--- config.mk ---
export PLATFORM = sky130hd
export DESIGN_NAME = ioc_port_config
export DESIGN_NICKNAME = d
export VERILOG_FILES = /design/src/ioc_pkg.sv /design/src/ioc_port_config.sv
export VERILOG_INCLUDE_DIRS = /design/src
export SDC_FILE = /design/constraint.sdc
export NUM_CORES = 1
export LEC_CHECK = 0
export BUFFER_PORTS_ARGS = -buffer_cell sky130_fd_sc_hd__buf_4
export CAP_MARGIN = 0
export CORE_AREA = 2 2 182 184
export DETAILED_ROUTE_END_ITERATION = 7
export DIE_AREA = 0 0 184 186
export PLACE_DENSITY = 0.56
export SLEW_MARGIN = 20
export SYNTH_ARGS = -nofsm -noshare
export SYNTH_HDL_FRONTEND = slang
export SYNTH_SLANG_ARGS = --single-unit
--- constraint.sdc ---
create_clock -name clk_sys -period 2.9 [get_ports clk_sys]
set_clock_uncertainty 0.1 [all_clocks]
set_input_delay 0.145 -clock clk_sys [delete_from_list [all_inputs] [get_ports clk_sys]]
set_output_delay 0.145 -clock clk_sys [all_outputs]
set_load 0.03 [all_outputs]
--- src/ioc_consts.svh ---
// constants for the i/o port configuration block
`ifndef IOC_CONSTS_SVH
`define IOC_CONSTS_SVH
// ==========================================
// register indices (byte address is index times four)
`define IOC_IDX_P0_MODE    8'h8f
`define IOC_IDX_P2_SEL     8'hf5
`define IOC_IDX_P1_MODE    8'hf6
`define IOC_IDX_P2_MODE    8'hf7
`define IOC_IDX_P0_DIR     8'hfd
`define IOC_IDX_P1_DIR     8'hfe
`define IOC_IDX_P2_DIR     8'hff
`define IOC_IDX_LSB        2
`define IOC_IDX_MSB        9
// ==========================================
// field positions
`define IOC_SEL_SER_PAIR   6
`define IOC_SEL_SER1_TMR3  5
`define IOC_SEL_TMR1_TMR4  4
`define IOC_SEL_SER0_TMR1  3
`define IOC_SEL_PIN24      2
`define IOC_SEL_PIN23      1
`define IOC_SEL_PIN20      0
`define IOC_DIR_PREC_MSB   7
`define IOC_DIR_PREC_LSB   6
`define IOC_PULL_DIR_P0    5
`define IOC_PULL_DIR_P1    6
`define IOC_PULL_DIR_P2    7
// ==========================================
// masks, reset values, encodings
`define IOC_SEL_MASK       8'h7f
`define IOC_PORT2_DIRECTION_MASK     8'hdf
`define IOC_P1MODE_MASK    8'hfc
`define IOC_P2_PIN_MASK    8'h1f
`define IOC_RESET_VAL      8'h00
`define IOC_PREC_S0_S1     2'h0
`define IOC_PREC_S1_S0     2'h1
`define IOC_PREC_T1_S1     2'h2
`define IOC_RESP_OKAY      2'h0
`define IOC_RESP_SLVERR    2'h2
`endif

--- src/ioc_pkg.sv ---
// types shared by the i/o port configuration block
package ioc_pkg;
  // ==========================================
  // peripheral request toward one 8-pin port
  typedef struct packed {
    logic [7:0] claim;
    logic [7:0] dout;
    logic [7:0] doe;
  } ioc_periph_type;
  // ==========================================
  // pad control toward one 8-pin port
  typedef struct packed {
    logic [7:0] dout;
    logic [7:0] oe;
    logic [7:0] pull_en;
    logic [7:0] pull_down;
  } ioc_pad_type;
endpackage

--- src/ioc_port_config.sv ---
// i/o port direction, function select, precedence and input mode
//
// Added by the designer: the AXI4-Lite slave port.
`timescale 1ns/1ps
`include "ioc_consts.svh"
// Behaviour
// - same-pin serial units: bit 6 low gives serial zero, high gives serial one
// - serial one versus timer three: bit 5 low serial one, high timer three
// - timer one versus timer four: bit 4 low timer one, high timer four
// - serial zero versus timer one: bit 3 low serial zero, high timer one
// - bits 2,1,0 pick gpio or peripheral for third-port pins 4,3,0
// - first-port direction bit: 0 input, 1 output, resets to inputs
// - second-port direction bit: 0 input, 1 output, resets to zero
// - third-port direction bits 4:0 set pins 4..0; bit 5 reads zero
// - bits 7:6 of third direction order first-port peripheral precedence
// - first-port mode bit: 0 pull, 1 tristate, resets to zero
// - second-port mode only bits 7:2; bits 1:0 read zero, no control
// - one bit per port chooses pull-up (0) or pull-down (1)
// - active debug overrides third-port pins 1 and 2 select and direction
// - oscillator select low puts third-port pins 3,4 analog, overriding settings
module ioc_port_config
  import ioc_pkg::*;
#(
  parameter int ADDR_W = 12
) (
  input  wire logic           clk_sys,
  input  wire logic           reset_n,
  input  wire logic [ADDR_W-1:0] s_axi_awaddr,
  input  wire logic           s_axi_awvalid,
  output logic                s_axi_awready,
  input  wire logic [31:0]    s_axi_wdata,
  input  wire logic [3:0]     s_axi_wstrb,
  input  wire logic           s_axi_wvalid,
  output logic                s_axi_wready,
  output logic [1:0]          s_axi_bresp,
  output logic                s_axi_bvalid,
  input  wire logic           s_axi_bready,
  input  wire logic [ADDR_W-1:0] s_axi_araddr,
  input  wire logic           s_axi_arvalid,
  output logic                s_axi_arready,
  output logic [31:0]         s_axi_rdata,
  output logic [1:0]          s_axi_rresp,
  output logic                s_axi_rvalid,
  input  wire logic           s_axi_rready,
  input  wire logic [7:0]     first_port_function_sel,
  input  wire logic [7:0]     second_port_function_sel,
  input  wire logic [7:0]     gpio_dout0,
  input  wire logic [7:0]     gpio_dout1,
  input  wire logic [7:0]     gpio_dout2,
  input  wire ioc_periph_type p0_serial0,
  input  wire ioc_periph_type p0_serial1,
  input  wire ioc_periph_type p0_timer1,
  input  wire ioc_periph_type p1_serial0,
  input  wire ioc_periph_type p1_serial1,
  input  wire ioc_periph_type p1_timer1,
  input  wire ioc_periph_type p1_timer3,
  input  wire ioc_periph_type p1_timer4,
  input  wire ioc_periph_type p2_periph,
  input  wire logic           debug_active,
  input  wire logic           debug_data_out,
  input  wire logic           debug_data_oe,
  input  wire logic           low_freq_osc_select,
  output ioc_pad_type         pad0,
  output ioc_pad_type         pad1,
  output ioc_pad_type         pad2,
  output logic [7:0]          pad2_analog
);

  // ==========================================
  // elaboration check
  generate
    if (ADDR_W < `IOC_IDX_MSB + 1) begin : g_bad_addr
      $error("ADDR_W too small for the register map");
    end
  endgenerate

  // ==========================================
  // registers
  logic [7:0] first_port_input_mode_reg;
  logic [7:0] third_port_function_select_reg;
  logic [7:0] second_port_input_mode_reg;
  logic [7:0] third_port_input_mode_reg;
  logic [7:0] first_port_direction_reg;
  logic [7:0] second_port_direction_reg;
  logic [7:0] third_port_direction_reg;

  logic              aw_held_reg;
  logic [7:0]        aw_idx_reg;
  logic              aw_hi_reg;
  logic              w_held_reg;
  logic [7:0]        w_data_reg;
  logic              w_lane_reg;
  logic              bvalid_reg;
  logic [1:0]        bresp_reg;
  logic              rvalid_reg;
  logic [1:0]        rresp_reg;
  logic [31:0]       rdata_reg;
  logic              do_write;
  logic              wr_hit;
  logic [7:0]        rd_idx;
  logic              rd_hi;
  logic [7:0]        rd_val;
  logic              rd_hit;

  // ==========================================
  // axi4-lite handshakes
  assign s_axi_awready = !aw_held_reg && !bvalid_reg;
  assign s_axi_wready  = !w_held_reg && !bvalid_reg;
  assign s_axi_arready = !rvalid_reg;
  assign s_axi_bvalid  = bvalid_reg;
  assign s_axi_bresp   = bresp_reg;
  assign s_axi_rvalid  = rvalid_reg;
  assign s_axi_rresp   = rresp_reg;
  assign s_axi_rdata   = rdata_reg;
  assign do_write      = aw_held_reg && w_held_reg && !bvalid_reg;

  always_comb begin
    case (aw_idx_reg)
      `IOC_IDX_P0_MODE, `IOC_IDX_P2_SEL, `IOC_IDX_P1_MODE, `IOC_IDX_P2_MODE,
      `IOC_IDX_P0_DIR, `IOC_IDX_P1_DIR, `IOC_IDX_P2_DIR: wr_hit = !aw_hi_reg;
      default: wr_hit = 1'b0;
    endcase
  end

  // write address and data may arrive in either order
  always_ff @(posedge clk_sys or negedge reset_n) begin
    if (!reset_n) begin
      aw_held_reg <= 1'b0;
      aw_idx_reg  <= `IOC_RESET_VAL;
      aw_hi_reg   <= 1'b0;
      w_held_reg  <= 1'b0;
      w_data_reg  <= `IOC_RESET_VAL;
      w_lane_reg  <= 1'b0;
    end else begin
      if (s_axi_awvalid && s_axi_awready) begin
        aw_held_reg <= 1'b1;
        aw_idx_reg  <= s_axi_awaddr[`IOC_IDX_MSB:`IOC_IDX_LSB];
        aw_hi_reg   <= |(s_axi_awaddr >> (`IOC_IDX_MSB + 1));
      end else if (do_write) begin
        aw_held_reg <= 1'b0;
      end
      if (s_axi_wvalid && s_axi_wready) begin
        w_held_reg <= 1'b1;
        w_data_reg <= s_axi_wdata[7:0];
        w_lane_reg <= s_axi_wstrb[0];
      end else if (do_write) begin
        w_held_reg <= 1'b0;
      end
    end
  end

  // write response
  always_ff @(posedge clk_sys or negedge reset_n) begin
    if (!reset_n) begin
      bvalid_reg <= 1'b0;
      bresp_reg  <= `IOC_RESP_OKAY;
    end else if (do_write) begin
      bvalid_reg <= 1'b1;
      bresp_reg  <= wr_hit ? `IOC_RESP_OKAY : `IOC_RESP_SLVERR;
    end else if (s_axi_bready) begin
      bvalid_reg <= 1'b0;
    end
  end

  // register file; reserved bits are masked on write
  always_ff @(posedge clk_sys or negedge reset_n) begin
    if (!reset_n) begin
      first_port_input_mode_reg      <= `IOC_RESET_VAL;
      third_port_function_select_reg <= `IOC_RESET_VAL;
      second_port_input_mode_reg     <= `IOC_RESET_VAL;
      third_port_input_mode_reg      <= `IOC_RESET_VAL;
      first_port_direction_reg       <= `IOC_RESET_VAL;
      second_port_direction_reg      <= `IOC_RESET_VAL;
      third_port_direction_reg       <= `IOC_RESET_VAL;
    end else if (do_write && w_lane_reg && !aw_hi_reg) begin
      case (aw_idx_reg)
        `IOC_IDX_P0_MODE: first_port_input_mode_reg <= w_data_reg;
        `IOC_IDX_P2_SEL:  third_port_function_select_reg <= w_data_reg & `IOC_SEL_MASK;
        `IOC_IDX_P1_MODE: second_port_input_mode_reg <= w_data_reg & `IOC_P1MODE_MASK;
        `IOC_IDX_P2_MODE: third_port_input_mode_reg <= w_data_reg;
        `IOC_IDX_P0_DIR:  first_port_direction_reg <= w_data_reg;
        `IOC_IDX_P1_DIR:  second_port_direction_reg <= w_data_reg;
        `IOC_IDX_P2_DIR:  third_port_direction_reg <= w_data_reg & `IOC_PORT2_DIRECTION_MASK;
        default: ;
      endcase
    end
  end

  // read decode
  assign rd_idx = s_axi_araddr[`IOC_IDX_MSB:`IOC_IDX_LSB];
  assign rd_hi  = |(s_axi_araddr >> (`IOC_IDX_MSB + 1));

  always_comb begin
    rd_hit = !rd_hi;
    case (rd_idx)
      `IOC_IDX_P0_MODE: rd_val = first_port_input_mode_reg;
      `IOC_IDX_P2_SEL:  rd_val = third_port_function_select_reg;
      `IOC_IDX_P1_MODE: rd_val = second_port_input_mode_reg;
      `IOC_IDX_P2_MODE: rd_val = third_port_input_mode_reg;
      `IOC_IDX_P0_DIR:  rd_val = first_port_direction_reg;
      `IOC_IDX_P1_DIR:  rd_val = second_port_direction_reg;
      `IOC_IDX_P2_DIR:  rd_val = third_port_direction_reg;
      default: begin
        rd_val = `IOC_RESET_VAL;
        rd_hit = 1'b0;
      end
    endcase
  end

  always_ff @(posedge clk_sys or negedge reset_n) begin
    if (!reset_n) begin
      rvalid_reg <= 1'b0;
      rresp_reg  <= `IOC_RESP_OKAY;
      rdata_reg  <= '0;
    end else if (s_axi_arvalid && s_axi_arready) begin
      rvalid_reg <= 1'b1;
      rresp_reg  <= rd_hit ? `IOC_RESP_OKAY : `IOC_RESP_SLVERR;
      rdata_reg  <= {24'h000000, rd_hit ? rd_val : `IOC_RESET_VAL};
    end else if (s_axi_rready) begin
      rvalid_reg <= 1'b0;
    end
  end

  // ==========================================
  // precedence helpers
  // port 0 pick: 0 serial zero, 1 serial one, 2 timer one, 3 none
  function automatic logic [1:0] pick_p0(input logic [2:0] c, input logic [1:0] prec);
    logic [1:0] o0;
    logic [1:0] o1;
    logic [1:0] o2;
    case (prec)
      `IOC_PREC_S0_S1: begin o0 = 2'h0; o1 = 2'h1; o2 = 2'h2; end
      `IOC_PREC_S1_S0: begin o0 = 2'h1; o1 = 2'h0; o2 = 2'h2; end
      `IOC_PREC_T1_S1: begin o0 = 2'h2; o1 = 2'h1; o2 = 2'h0; end
      default:         begin o0 = 2'h2; o1 = 2'h0; o2 = 2'h1; end
    endcase
    if (c[o0])      pick_p0 = o0;
    else if (c[o1]) pick_p0 = o1;
    else if (c[o2]) pick_p0 = o2;
    else            pick_p0 = 2'h3;
  endfunction

  // port 1 pick: 0 s0, 1 s1, 2 t1, 3 t3, 4 t4, 7 none
  function automatic logic [2:0] pick_p1(input logic [4:0] c, input logic [7:0] sel);
    logic [4:0] lose;
    lose[0] = (c[1] && sel[`IOC_SEL_SER_PAIR]) || (c[2] && sel[`IOC_SEL_SER0_TMR1]);
    lose[1] = (c[0] && !sel[`IOC_SEL_SER_PAIR]) || (c[3] && sel[`IOC_SEL_SER1_TMR3]);
    lose[2] = (c[0] && !sel[`IOC_SEL_SER0_TMR1]) || (c[4] && sel[`IOC_SEL_TMR1_TMR4]);
    lose[3] = c[1] && !sel[`IOC_SEL_SER1_TMR3];
    lose[4] = c[2] && !sel[`IOC_SEL_TMR1_TMR4];
    pick_p1 = 3'h7;
    for (int k = 4; k >= 0; k--) begin
      if (c[k] && !lose[k]) pick_p1 = 3'(k);
    end
    if (pick_p1 == 3'h7) begin
      for (int k = 4; k >= 0; k--) begin
        if (c[k]) pick_p1 = 3'(k);
      end
    end
  endfunction

  // ==========================================
  // per-pin pad control
  ioc_pad_type pad0_next;
  ioc_pad_type pad1_next;
  ioc_pad_type pad2_next;
  logic [7:0]  analog_next;
  logic [7:0]  p2_sel;
  logic [7:0]  p1_pull_ctl;
  localparam logic [7:0] P2_PINS = `IOC_P2_PIN_MASK;

  // third-port select bits sit on pins 4, 3 and 0
  assign p2_sel = {3'h0, third_port_function_select_reg[`IOC_SEL_PIN24],
                   third_port_function_select_reg[`IOC_SEL_PIN23], 2'h0,
                   third_port_function_select_reg[`IOC_SEL_PIN20]};
  // pins 1:0 of the second port have no mode control and keep their pull
  assign p1_pull_ctl = second_port_input_mode_reg & `IOC_P1MODE_MASK;

  genvar i;
  generate
    for (i = 0; i < 8; i++) begin : g_pin
      logic [1:0] w0;
      logic [2:0] w1;
      logic [3:0][1:0] v0;
      logic [7:0][1:0] v1;
      logic       o2;
      logic       e2;
      logic       an;
      always_comb begin
        // first port
        w0 = pick_p0({p0_timer1.claim[i], p0_serial1.claim[i], p0_serial0.claim[i]},
                     third_port_direction_reg[`IOC_DIR_PREC_MSB:`IOC_DIR_PREC_LSB]);
        v0 = {2'h0, p0_timer1.doe[i], p0_timer1.dout[i], p0_serial1.doe[i],
              p0_serial1.dout[i], p0_serial0.doe[i], p0_serial0.dout[i]};
        if (!first_port_function_sel[i]) begin
          pad0_next.dout[i] = gpio_dout0[i];
          pad0_next.oe[i]   = first_port_direction_reg[i];
        end else begin
          {pad0_next.oe[i], pad0_next.dout[i]} = v0[w0];
        end
        pad0_next.pull_en[i]   = !pad0_next.oe[i] && !first_port_input_mode_reg[i];
        pad0_next.pull_down[i] = third_port_input_mode_reg[`IOC_PULL_DIR_P0];
        // second port
        w1 = pick_p1({p1_timer4.claim[i], p1_timer3.claim[i], p1_timer1.claim[i],
                      p1_serial1.claim[i], p1_serial0.claim[i]},
                     third_port_function_select_reg);
        v1 = {6'h00, p1_timer4.doe[i], p1_timer4.dout[i], p1_timer3.doe[i], p1_timer3.dout[i],
              p1_timer1.doe[i], p1_timer1.dout[i], p1_serial1.doe[i], p1_serial1.dout[i],
              p1_serial0.doe[i], p1_serial0.dout[i]};
        if (!second_port_function_sel[i]) begin
          pad1_next.dout[i] = gpio_dout1[i];
          pad1_next.oe[i]   = second_port_direction_reg[i];
        end else begin
          {pad1_next.oe[i], pad1_next.dout[i]} = v1[w1];
        end
        pad1_next.pull_en[i]   = !pad1_next.oe[i] && !p1_pull_ctl[i];
        pad1_next.pull_down[i] = third_port_input_mode_reg[`IOC_PULL_DIR_P1];
        // third port
        an = 1'b0;
        if (p2_sel[i] && p2_periph.claim[i]) begin
          o2 = p2_periph.dout[i];
          e2 = p2_periph.doe[i];
        end else begin
          o2 = gpio_dout2[i];
          e2 = third_port_direction_reg[i] && !p2_sel[i];
        end
        if (debug_active && (i == 1)) begin
          o2 = debug_data_out;
          e2 = debug_data_oe;
        end else if (debug_active && (i == 2)) begin
          o2 = 1'b0;
          e2 = 1'b0;
        end
        if (!low_freq_osc_select && (i == 3 || i == 4)) begin
          o2 = 1'b0;
          e2 = 1'b0;
          an = 1'b1;
        end
        pad2_next.dout[i]      = o2 && P2_PINS[i];
        pad2_next.oe[i]        = e2 && P2_PINS[i];
        pad2_next.pull_en[i]   = P2_PINS[i] && !e2 && !an &&
                                 !third_port_input_mode_reg[i];
        pad2_next.pull_down[i] = P2_PINS[i] &&
                                 third_port_input_mode_reg[`IOC_PULL_DIR_P2];
        analog_next[i]         = an;
      end
    end
  endgenerate

  // registered pad outputs
  always_ff @(posedge clk_sys or negedge reset_n) begin
    if (!reset_n) begin
      pad0        <= '0;
      pad1        <= '0;
      pad2        <= '0;
      pad2_analog <= '0;
    end else begin
      pad0        <= pad0_next;
      pad1        <= pad1_next;
      pad2        <= pad2_next;
      pad2_analog <= analog_next;
    end
  end

endmodule

==> run metrics, run 1 <==
status=complete, no violations; CP endpoint kind=flip-flop; Core Region=32200 sq um; clock latency on the worst-skew pair=0.42 ns; Post-synth EDFFs=0; routed len/inst=17.9 um; post-DP HPWL=23600 um; Cell Count, Final, Fillers Out=between 1500 and 2000; grt ovf=0; via count=8071; CP Max Fanout=7; Seq/Total Area, Yosys=0.445; Seq cells post-synth=151; clock sinks=151; reg2reg path depth=8; DR vias/cell=approximately 4.7; M1 WL=between 10000 and 15000 um; period utilisation layout=0.940; CTS tree=done; Post-DRT Antenna Nets=0; largest net degree at the start of global routing=79; IO Pins=472; Synthesis Warnings=0; Slew Viols, Final=0; antenna violations before repair=0; reg2reg start=third_port_function_select_reg[6]; # diodes=0; First-pass DRT Iterations=4; post-layout net count=1627; DIE AREA=34200 sq um; Worst-Margin Slew=0.831 ns; Slowest-stage cell, CP=dlygate4sd3_1; Die Wd=approximately 180 um; port bufs=378; CP Class=reg2reg; max cap viols=0; Max clock buf depth=2; min cycle time layout=2.73 ns; RSZ-0062 raised after global routing=false; first-pass GRT wire length=44700 um; Critical Path RT=3.17 ns; routed wire length=~31000 um; gpl congestion=0.890; Avg Inst Size Synth=10.2 sq um; metal3 WL=1850 um; number of CTS-inserted buffers=17; end point of the critical path=pad1[30]; Row Count=66; RR Endpoint=pad1[30]; CP max stage delay=roughly 0.55 ns; clk root buf=clkbuf_16; launch point of the critical path=third_port_function_select_reg[6]; fraction of layout instances using a drive strength above 1=0.425; VDD IR max=0.387 mV; R2R setup slack=0.17 ns; biggest regs=pad0: 25 flops, pad1: 25 flops, pad2: 16 flops; Rel. slew slack=0.446; Final Hold Viols=0; H-tree levels=4; cells along the critical path=clkinvlp_4 -> buf_4 -> a221o_1 -> a21boi_0 -> o221ai_1 -> o21a_1 -> o22ai_1 -> dlygate4sd3_1; Starting Density=0.264; placed cell area=11600 sq um; startpoint types=flip-flop; post-synthesis cell count=approximately 830; Yosys cell types=55; Hold Path Class=in2reg; final instance area=~13000 sq um; setup TNS=0 ns; Top FF cell, synth=dfrtp_1; placed insts=1595; Die Ht=186 um; vias in the first global route=8095; top sig layer=met4; Async SR Flop Fraction=1.00; met2 routed WL=15500 um; Area growth syn-to-layout=54.8%; Final Setup Violations=0; 1st-iter DRT viols=206; fmax=367 MHz; Total GRT Usage=0.173; Hold Slack=0.0190 ns; Worst EP arrival=~3 ns; DRC=0; Post-Syn Area=8490 sq um; leakage=6.38 nW; Clock transition at path regs=about 0.070 ns; pwr/cell area=492 nW/um^2
-- worst max-delay path: cells and delay by family (launching register included) --
kind,cells,cell delay [ns]
compound gates,5,1.15
buf+inv,3,0.95
flops,1,0.47
-- Yosys cell counts, types with 10 or more instances --
cell / count / area share
a21oi_1: 34 / 0.020
a221o_1: 20 / 0.024
and2_1: 10 / 0.0074
buf_4: 63 / 0.056
clkbuf_1: 18 / 0.0080
dfrtp_1: 151 / 0.45
inv_1: 48 / 0.021
mux2_2: 92 / 0.12
mux2i_1: 23 / 0.027
nand2_1: 77 / 0.034
nand2b_1: 18 / 0.013
nand3_1: 19 / 0.011
nor2_1: 53 / 0.023
nor2b_1: 15 / 0.011
o21ai_0: 22 / 0.013
o221ai_1: 21 / 0.022
o22ai_1: 14 / 0.010
o31ai_1: 10 / 0.0088
-- where the power goes --
group | total (mW) | switching [mW] | internal (mW)
clock | 2.25 | 1.02 | 1.23
combinational | 1.64 | 0.820 | 0.815
sequential | 2.59 | 0.250 | 2.34
total | 6.47 | 2.09 | 4.38
-- layer usage --
layer / GRT usage / vias to the layer above
met5: 0 / -
met4: 0.0502 / 0
met3: 0.0395 / 45
met2: 0.310 / 290
met1: 0.207 / 3865
li1: - / 3871
-- area by class of cell --
class	count	area, sq um
flip-flops and latches	151	3780
clock buffers	18	429
clock inverters	14	154
multi-input cells	590	4140
repair buffers	492	3940
well taps	408	510
fillers	3192	19100
inverters	48	188
-- how the worst min path moves through the flow --
stage	cells past startpoint	slack, ns	endpoint	start
6_report	5	0.02	pad1[21]	p1_timer4[5]
5_1_grt	4	0.02	pad1[18]	p1_serial0[2]
4_1_cts	5	0.009	pad1[21]	p1_timer4[5]
3_5_place_dp	1	0.18	pad0[28]	reset_n
3_3_place_gp	1	0.17	pad0[28]	reset_n
2_1_floorplan	0	-0.25	aw_held_reg	reset_n
-- cells in the final DEF (no fill, tap or decap), types with 18 or more instances in the layout --
| master | Yosys | layout |
|---|---|---|
| a21oi_1 | 34 | 34 |
| a221o_1 | 20 | 20 |
| o21ai_0 | 22 | 22 |
| nand3_1 | 19 | 19 |
| nand2b_1 | 18 | 18 |
| o221ai_1 | 21 | 21 |
| buf_4 | 63 | 402 |
| mux2i_1 | 23 | 23 |
| nand2_1 | 77 | 77 |
| mux2_2 | 92 | 92 |
| nor2_1 | 53 | 53 |
| conb_1 | 1 | 44 |
| dlygate4sd3_1 | 0 | 87 |
| dfrtp_1 | 151 | 148 |
| inv_1 | 48 | 46 |
-- per-stage QoR --
stage | util | total power [mW] | worst slack (ns)
after floorplan | - | 3.45 | 0.719
after global placement | 0.360 | 4.14 | 0.516
after detailed placement | 0.360 | 4.16 | 0.471
after CTS | 0.405 | 6.55 | 0.0296
after global routing | 0.408 | 6.81 | 0.00389
final | 0.408 | 6.47 | 0.173
-- cells by family (layout without fill, tap and decap cells) --
family / count (synthesis) / in the layout / synth area share
other: 1 / 44 / 0.000442
flip-flops: 151 / 151 / 0.445
AND/OR/NAND/NOR: 238 / 238 / 0.142
multiplexers: 116 / 116 / 0.152
buffers and inverters: 134 / 572 / 0.0877
AO/OA/AOI/OAI: 192 / 192 / 0.173
-- timing repair --
item	4_1_cts	5_1_grt
hold endpoints to repair	154	0
buffers inserted	0	7
hold buffers	87	0
endpoints found under the setup margin	0	10
resized for setup	0	6
No activity file was read; power rests on OpenSTA's default activity.
==> inputs of run 2 (changes only) <==
ABC_AREA = 1   (was default)
CORE_AREA = 2 2 185 187   (was 2 2 182 184)
DIE_AREA = 0 0 187 189   (was 0 0 184 186)
PLACE_DENSITY = 0.58   (was 0.56)
==> run metrics, run 2 <==
First-pass DRT Iterations=6 (+2); Row Count=67 (+1.5%); end point of the critical path=pad1[9]; CP Max Fanout=10 (+3); DR vias/cell=4.51 (-3.7%); vias in the first global route=10000 (+24%); via count=10100 (+26%); count leader, synth=nand2_1; VDD IR max=0.366 mV (-5.4%); placed cell area=12300 sq um (+6.2%); Avg Inst Size Synth=7.19 sq um (-30%); min cycle time layout=2.64 ns (-0.0822 ns); pwr/cell area=474 nW/um^2 (-3.8%); Post-synth EDFFs=0 (unchanged); Total GRT Usage=0.196 (+0.0230); Max clock buf depth=2 (unchanged); reg2reg start=third_port_function_select_reg[6]; R2R setup slack=0.26 ns (+0.08 ns); 1st-iter DRT viols=488 (+140%); cell taking the most area after synthesis=dfrtp_1; Final Hold Viols=0 (unchanged); Synthesis Warnings=0 (unchanged); clock sinks=151 (unchanged); Top FF cell, synth=dfrtp_1; leakage=7.49 nW (+18%); Die Wd=187 um (+1.6%); final instance area=14100 sq um (+7.4%); most common cell after layout, fill and taps aside=nand2_1; grt ovf=0 (unchanged); Die Ht=189 um (+1.6%); port bufs=378 (unchanged); synth top area cells=dfrtp_1 40%, nand2_1 19%, nand3_1 6.7%, buf_4 5.3%, inv_1 5.2%; Rel. slew slack=0.538 (+0.0921); antenna violations before repair=1 (+1); startpoint types=flip-flop; multi-input logic area=4560 sq um (+10%); placed insts=2093 (+31%); sequential standard cell area=3780 sq um (about the same); fraction of layout instances using a drive strength above 1=0.285 (-0.140); Post-Syn Area=9340 sq um (+10%); Seq/Total Area, Yosys=0.404 (-0.0406); reg2reg path depth=10 (+2); routed len/inst=15.5 um (-13%); period utilisation layout=0.912 (-0.0283); Slew Viols, Final=0 (unchanged); largest net degree at the start of global routing=75 (-5.1%); status=complete, no violations; clock latency on the worst-skew pair=0.43 ns (about the same); gpl congestion=0.900 (+1.2%); most frequent cells in the layout=477 x nand2_1, 380 x buf_4, 150 x dfrtp_1; CP Class=reg2reg; Core Region=33300 sq um (+3.3%); post-synthesis cell count=1300 (+56%); Yosys top cell area share=0.404 (-0.0406); Post-CTS Setup Repair Bufs=0 (unchanged); Final Setup Violations=0 (unchanged); Filler cells=3380 (+5.9%); RR Endpoint=pad1[9]; Tot Pwr=6.69 mW (+3.4%); H-tree levels=4 (unchanged); Async SR Flop Fraction=1.00 (unchanged); Worst EP arrival=2.85 ns (-0.14 ns); Cell Count, Final, Fillers Out=2246 (+31%); commonest cells in the netlist=477 x nand2_1, 151 x dfrtp_1, 130 x inv_1, 125 x nand3_1, 70 x o21ai_0; CP endpoint kind=flip-flop; Seq cells post-synth=151 (unchanged); Starting Density=0.281 (+0.0171); post-DP HPWL=27100 um (+15%); Yosys cell types=47 (-15%); Area growth syn-to-layout=51.1%; number of CTS-inserted buffers=17 (unchanged); DIE AREA=35300 sq um (+3.3%); DRC=0 (unchanged); Post-DRT Antenna Nets=0 (unchanged); max cap viols=0 (unchanged); end-of-flow core utilization=0.424 (+0.0160); Critical Path RT=3.10 ns (-0.07 ns); Hold Path Class=in2reg; CTS tree=done; post-layout net count=2111 (+30%); setup TNS=0 ns (unchanged); first-pass GRT wire length=54200 um (+21%); biggest regs=pad0: 25 flops, pad1: 25 flops, pad2: 16 flops; IO Pins=472 (unchanged); routed wire length=34800 um (+13%); clk root buf=clkbuf_16; Worst-Margin Slew=0.693 ns (-0.138 ns); RSZ-0062 raised after global routing=false; fmax=378 MHz (+3.1%); Clock transition at path regs=0.06 ns (about the same); launch point of the critical path=third_port_function_select_reg[6]
## run 2: cell types whose count changed after synthesis, sizes merged, moves of 12 or more
cell and delta:
nand3 +110, nor2 +17, nand2 +428, clkbuf -16, inv +93, a221oi -12, a21boi +12, mux2i -23
o221ai -21, mux2 -91, o21ai +94, a221o -20, nor2b -15, nand2b -18
## run 2: area by class of cell
class	instances	area share
repair buffers	502	0.289
multi-input cells	971	0.323
flip-flops and latches	151	0.268
inverters	141	0.0380
diodes	1	0.000177
clock inverters	14	0.0116
clock buffers	18	0.0304
well taps	448	0.0397
## run 2: metrics by stage
step / setup slack, ns / hold WS [ns]
finish: 0.255 / 0.0103
global route: 0.0600 / 0.0363
CTS: 0.172 / 0.000327
detailed placement: 0.688 / 0.118
global placement: 0.712 / 0.120
floorplan: 0.912 / -0.251
## run 2: worst min-delay path by stage
stage	start	to	slack (ns)	cells past startpoint
after floorplan	reset_n	aw_held_reg	-0.25	0
after global placement	reset_n	pad2[25]	0.12	1
after detailed placement	reset_n	pad2[25]	0.12	1
after CTS	p0_serial0[1]	pad0[9]	0.0003	6
after global routing	p1_timer4[2]	pad1[18]	0.04	5
final	p0_serial0[1]	pad0[9]	0.01	6
## run 2: critical path, stage by stage (launching register included)
cell	delay, ns
dfrtp_1	0.72
inv_6	0.17
o211ai_4	0.31
nand2_1	0.08
nor2_1	0.23
nand3_1	0.12
nand2_1	0.07
inv_1	0.05
nand2_1	0.06
o21ai_1	0.06
dlygate4sd3_1	0.56
## run 2: per-layer routing
metal  wire [um]  GRT usage
met2       17300      0.348
met4         963     0.0684
met5           0          0
met3        1870     0.0365
met1       14700      0.239
## run 2: cells by family after synthesis
kind of cell,count (synthesis),share of synthesized area
AO/OA/AOI/OAI,186,0.126
buffers and inverters,221,0.125
flip-flops,151,0.404
multiplexers,1,0.00121
other,1,0.000401
AND/OR/NAND/NOR,740,0.343
## run 2: power by group
group | switching (mW) | internal, mW | total, mW | leakage (nW)
registers | 0.140 | 2.33 | 2.47 | 1.91
logic | 1.17 | 0.759 | 1.93 | 5.29
clock network | 0.987 | 1.30 | 2.28 | 0.291
## run 2: repair_timing
item	in CTS	in global routing
setup endpoints to repair	0	7
gates resized for setup	0	1
endpoints found under the hold margin	152	0
hold buffers	120	0
==> inputs of run 3 (changes only) <==
PLACE_DENSITY = 0.6   (was 0.58)
clock period = 2.4 ns   (was 2.9 ns; I/O delays follow)
==> run metrics, run 3 (synthesis gave the netlist of run 2 again) <==
VDD IR max=0.497 mV (+36%); fmax=443 MHz (+17%); leakage=7.68 nW (+2.5%); biggest regs=pad0: 25 flops, pad1: 25 flops, pad2: 16 flops; Core Region=33300 sq um (unchanged); hold depth=7 (+1); DRC=0 (unchanged); Cell Count, Final, Fillers Out=2294 (+2.1%); Critical Path RT=2.61 ns (-0.49 ns); Reg power frac=0.369 (about the same); grt ovf=0 (unchanged); DIE AREA=35300 sq um (unchanged); Filler cells=3382 (+0.059%); Comb power frac=0.300 (+0.011); Worst-Margin Slew=0.654 ns (-0.0384 ns); placed insts=2100 (+0.33%); startpoint types=flip-flop; reg2reg start=third_port_direction_reg[7]; most frequent cells in the layout=477 x nand2_1, 386 x buf_4, 161 x dlygate4sd3_1; Starting Density=0.281 (unchanged); Internal=5.34 mW (+22%); CP max stage delay=0.54 ns (-0.18 ns); reg2reg path depth=12 (+2); sink of the worst hold path=pad1[19]; CTS tree=done; routed wire length=35400 um (+1.6%); post-DP HPWL=27400 um (+1.2%); period utilisation layout=0.942 (+0.0296); setup TNS=0 ns (unchanged); Rel. slew slack=0.564 (+0.0256); Area growth syn-to-layout=56.0%; Max clock buf depth=2 (unchanged); first-pass GRT wire length=55400 um (+2.2%); RR Endpoint=pad0[14]; end-of-flow core utilization=0.438 (+0.0138); Die Ht=189 um (unchanged); CP endpoint kind=flip-flop; max cap viols=0 (unchanged); final instance area=14600 sq um (+3.2%); placed cell area=12400 sq um (+0.43%); Clock transition at path regs=0.07 ns (about the same); fraction of layout instances using a drive strength above 1=0.281 (-0.00386); antenna violations before repair=4 (+3); clock sinks=151 (unchanged); P_sw=2.75 mW (+19%); Final Setup Violations=0 (unchanged); First-pass DRT Iterations=6 (unchanged); largest net degree at the start of global routing=57 (-24%); most used cell, CP=nand2_1; 1st-iter DRT viols=409 (-16%); cells along the critical path=buf_4 -> nor2_2 -> buf_4 -> o21ai_0 -> nand2_1 -> nand2_1 -> nand4_1 -> nand2_1 -> dlygate4sd3_1 -> inv_1 -> nand2_1 -> a21oi_1; Total GRT Usage=0.201 (+0.00440); Slowest-stage cell, CP=dlygate4sd3_1; routed len/inst=15.4 um (-0.55%); Slew Viols, Final=0 (unchanged); Row Count=67 (unchanged); port bufs=378 (unchanged); Tot Pwr=8.09 mW (+21%); R2R setup slack=0.14 ns (-0.12 ns); Hold Path Class=in2reg; Clk pwr share=0.331 (-0.011); clk root buf=clkbuf_16; status=complete, no violations; Final Hold Viols=0 (unchanged); most common cell after layout, fill and taps aside=nand2_1; Worst EP arrival=2.47 ns (-0.38 ns); RSZ-0062 raised after global routing=false; via count=10200 (+0.94%); pwr/cell area=555 nW/um^2 (+17%); hold wc startpoint=p1_timer1[3]; IO Pins=472 (unchanged); clock latency on the worst-skew pair=0.43 ns (about the same); gpl congestion=0.891 (-1.0%); DR vias/cell=4.46 (-1.2%); Post-DRT Antenna Nets=0 (unchanged); number of CTS-inserted buffers=17 (unchanged); Sw Ratio=0.340 (-0.00459); vias in the first global route=10300 (+2.6%); H-tree levels=4 (unchanged); min cycle time layout=2.26 ns (-0.385 ns); Post-CTS Setup Repair Bufs=0 (unchanged); CP Class=reg2reg; Die Wd=187 um (unchanged); CP Max Fanout=11 (+1); post-layout net count=2159 (+2.3%)
run 3: cell types whose count changed in the layout (fill, tap and decap cells not counted), sizes merged:
cell         before  now
diode             1    3
inv             148  145
clkinv            4    3
dlygate4sd3     120  161
clkinvlp          1    3
buf             382  389
run 3: stage by stage:
stage,worst slack [ns],hold slack (ns)
after floorplan,0.412,-0.276
after global routing,0.00573,0.0302
final,0.140,0.00879
after detailed placement,0.342,0.0251
after global placement,0.383,0.0274
after CTS,0.0720,0.0000544
run 3: worst max-delay path: cells and delay by family (launching register included):
family | cells | cell delay, ns
buffers and inverters | 4 | 0.99
AOI/OAI and AO/OA | 2 | 0.22
and+or+nand+nor | 6 | 0.41
DFF | 1 | 0.42
run 3: area by class of cell:
| class | instances | area (sq um) | area share |
|---|---|---|---|
| Multi-Input combinational cell | 971 | 4560 | 0.313 |
| Timing Repair Buffer | 550 | 4550 | 0.312 |
| Sequential cell | 151 | 3780 | 0.259 |
| Tap cell | 448 | 561 | 0.0385 |
| Inverter | 141 | 543 | 0.0373 |
| Clock buffer | 18 | 429 | 0.0294 |
| Clock inverter | 12 | 144 | 0.00987 |
| Antenna cell | 3 | 7.51 | 0.000515 |
run 3: how the worst max path moves through the flow:
stage	startpoint	endpoint	slack, ns	cells past startpoint
after floorplan	s_axi_bvalid	aw_idx_reg[1]	0.41	5
after global placement	third_port_direction_reg[6]	pad0[12]	0.38	10
after detailed placement	third_port_function_select_reg[4]	pad1[15]	0.34	13
after CTS	third_port_direction_reg[6]	pad0[14]	0.07	10
after global routing	third_port_direction_reg[7]	pad0[14]	0.006	12
final	third_port_direction_reg[7]	pad0[14]	0.14	12
run 3: power groups by stage:
stage | Clock [mW] | Sequential (mW) | Combinational, mW
2_1_floorplan | 0 | 3.19 | 1.09
3_3_place_gp | 0 | 3.02 | 2.15
3_5_place_dp | 0 | 3.03 | 2.17
4_1_cts | 2.75 | 2.99 | 2.44
5_1_grt | 2.85 | 3.02 | 2.69
6_report | 2.68 | 2.99 | 2.42
run 3: layer usage:
layer / GRT usage / up-vias / part of all wire
met5: 0 / - / 0.00037
met4: 0.0852 / 2 / 0.035
met3: 0.0426 / 66 / 0.058
met2: 0.349 / 375 / 0.49
met1: 0.241 / 4647 / 0.42
li1: - / 5144 / -
run 3: what timing repair did:
action,CTS,global route
endpoints found under the hold margin,137,0
hold buffers,161,0
resized for setup,0,5
endpoints found under the setup margin,0,7
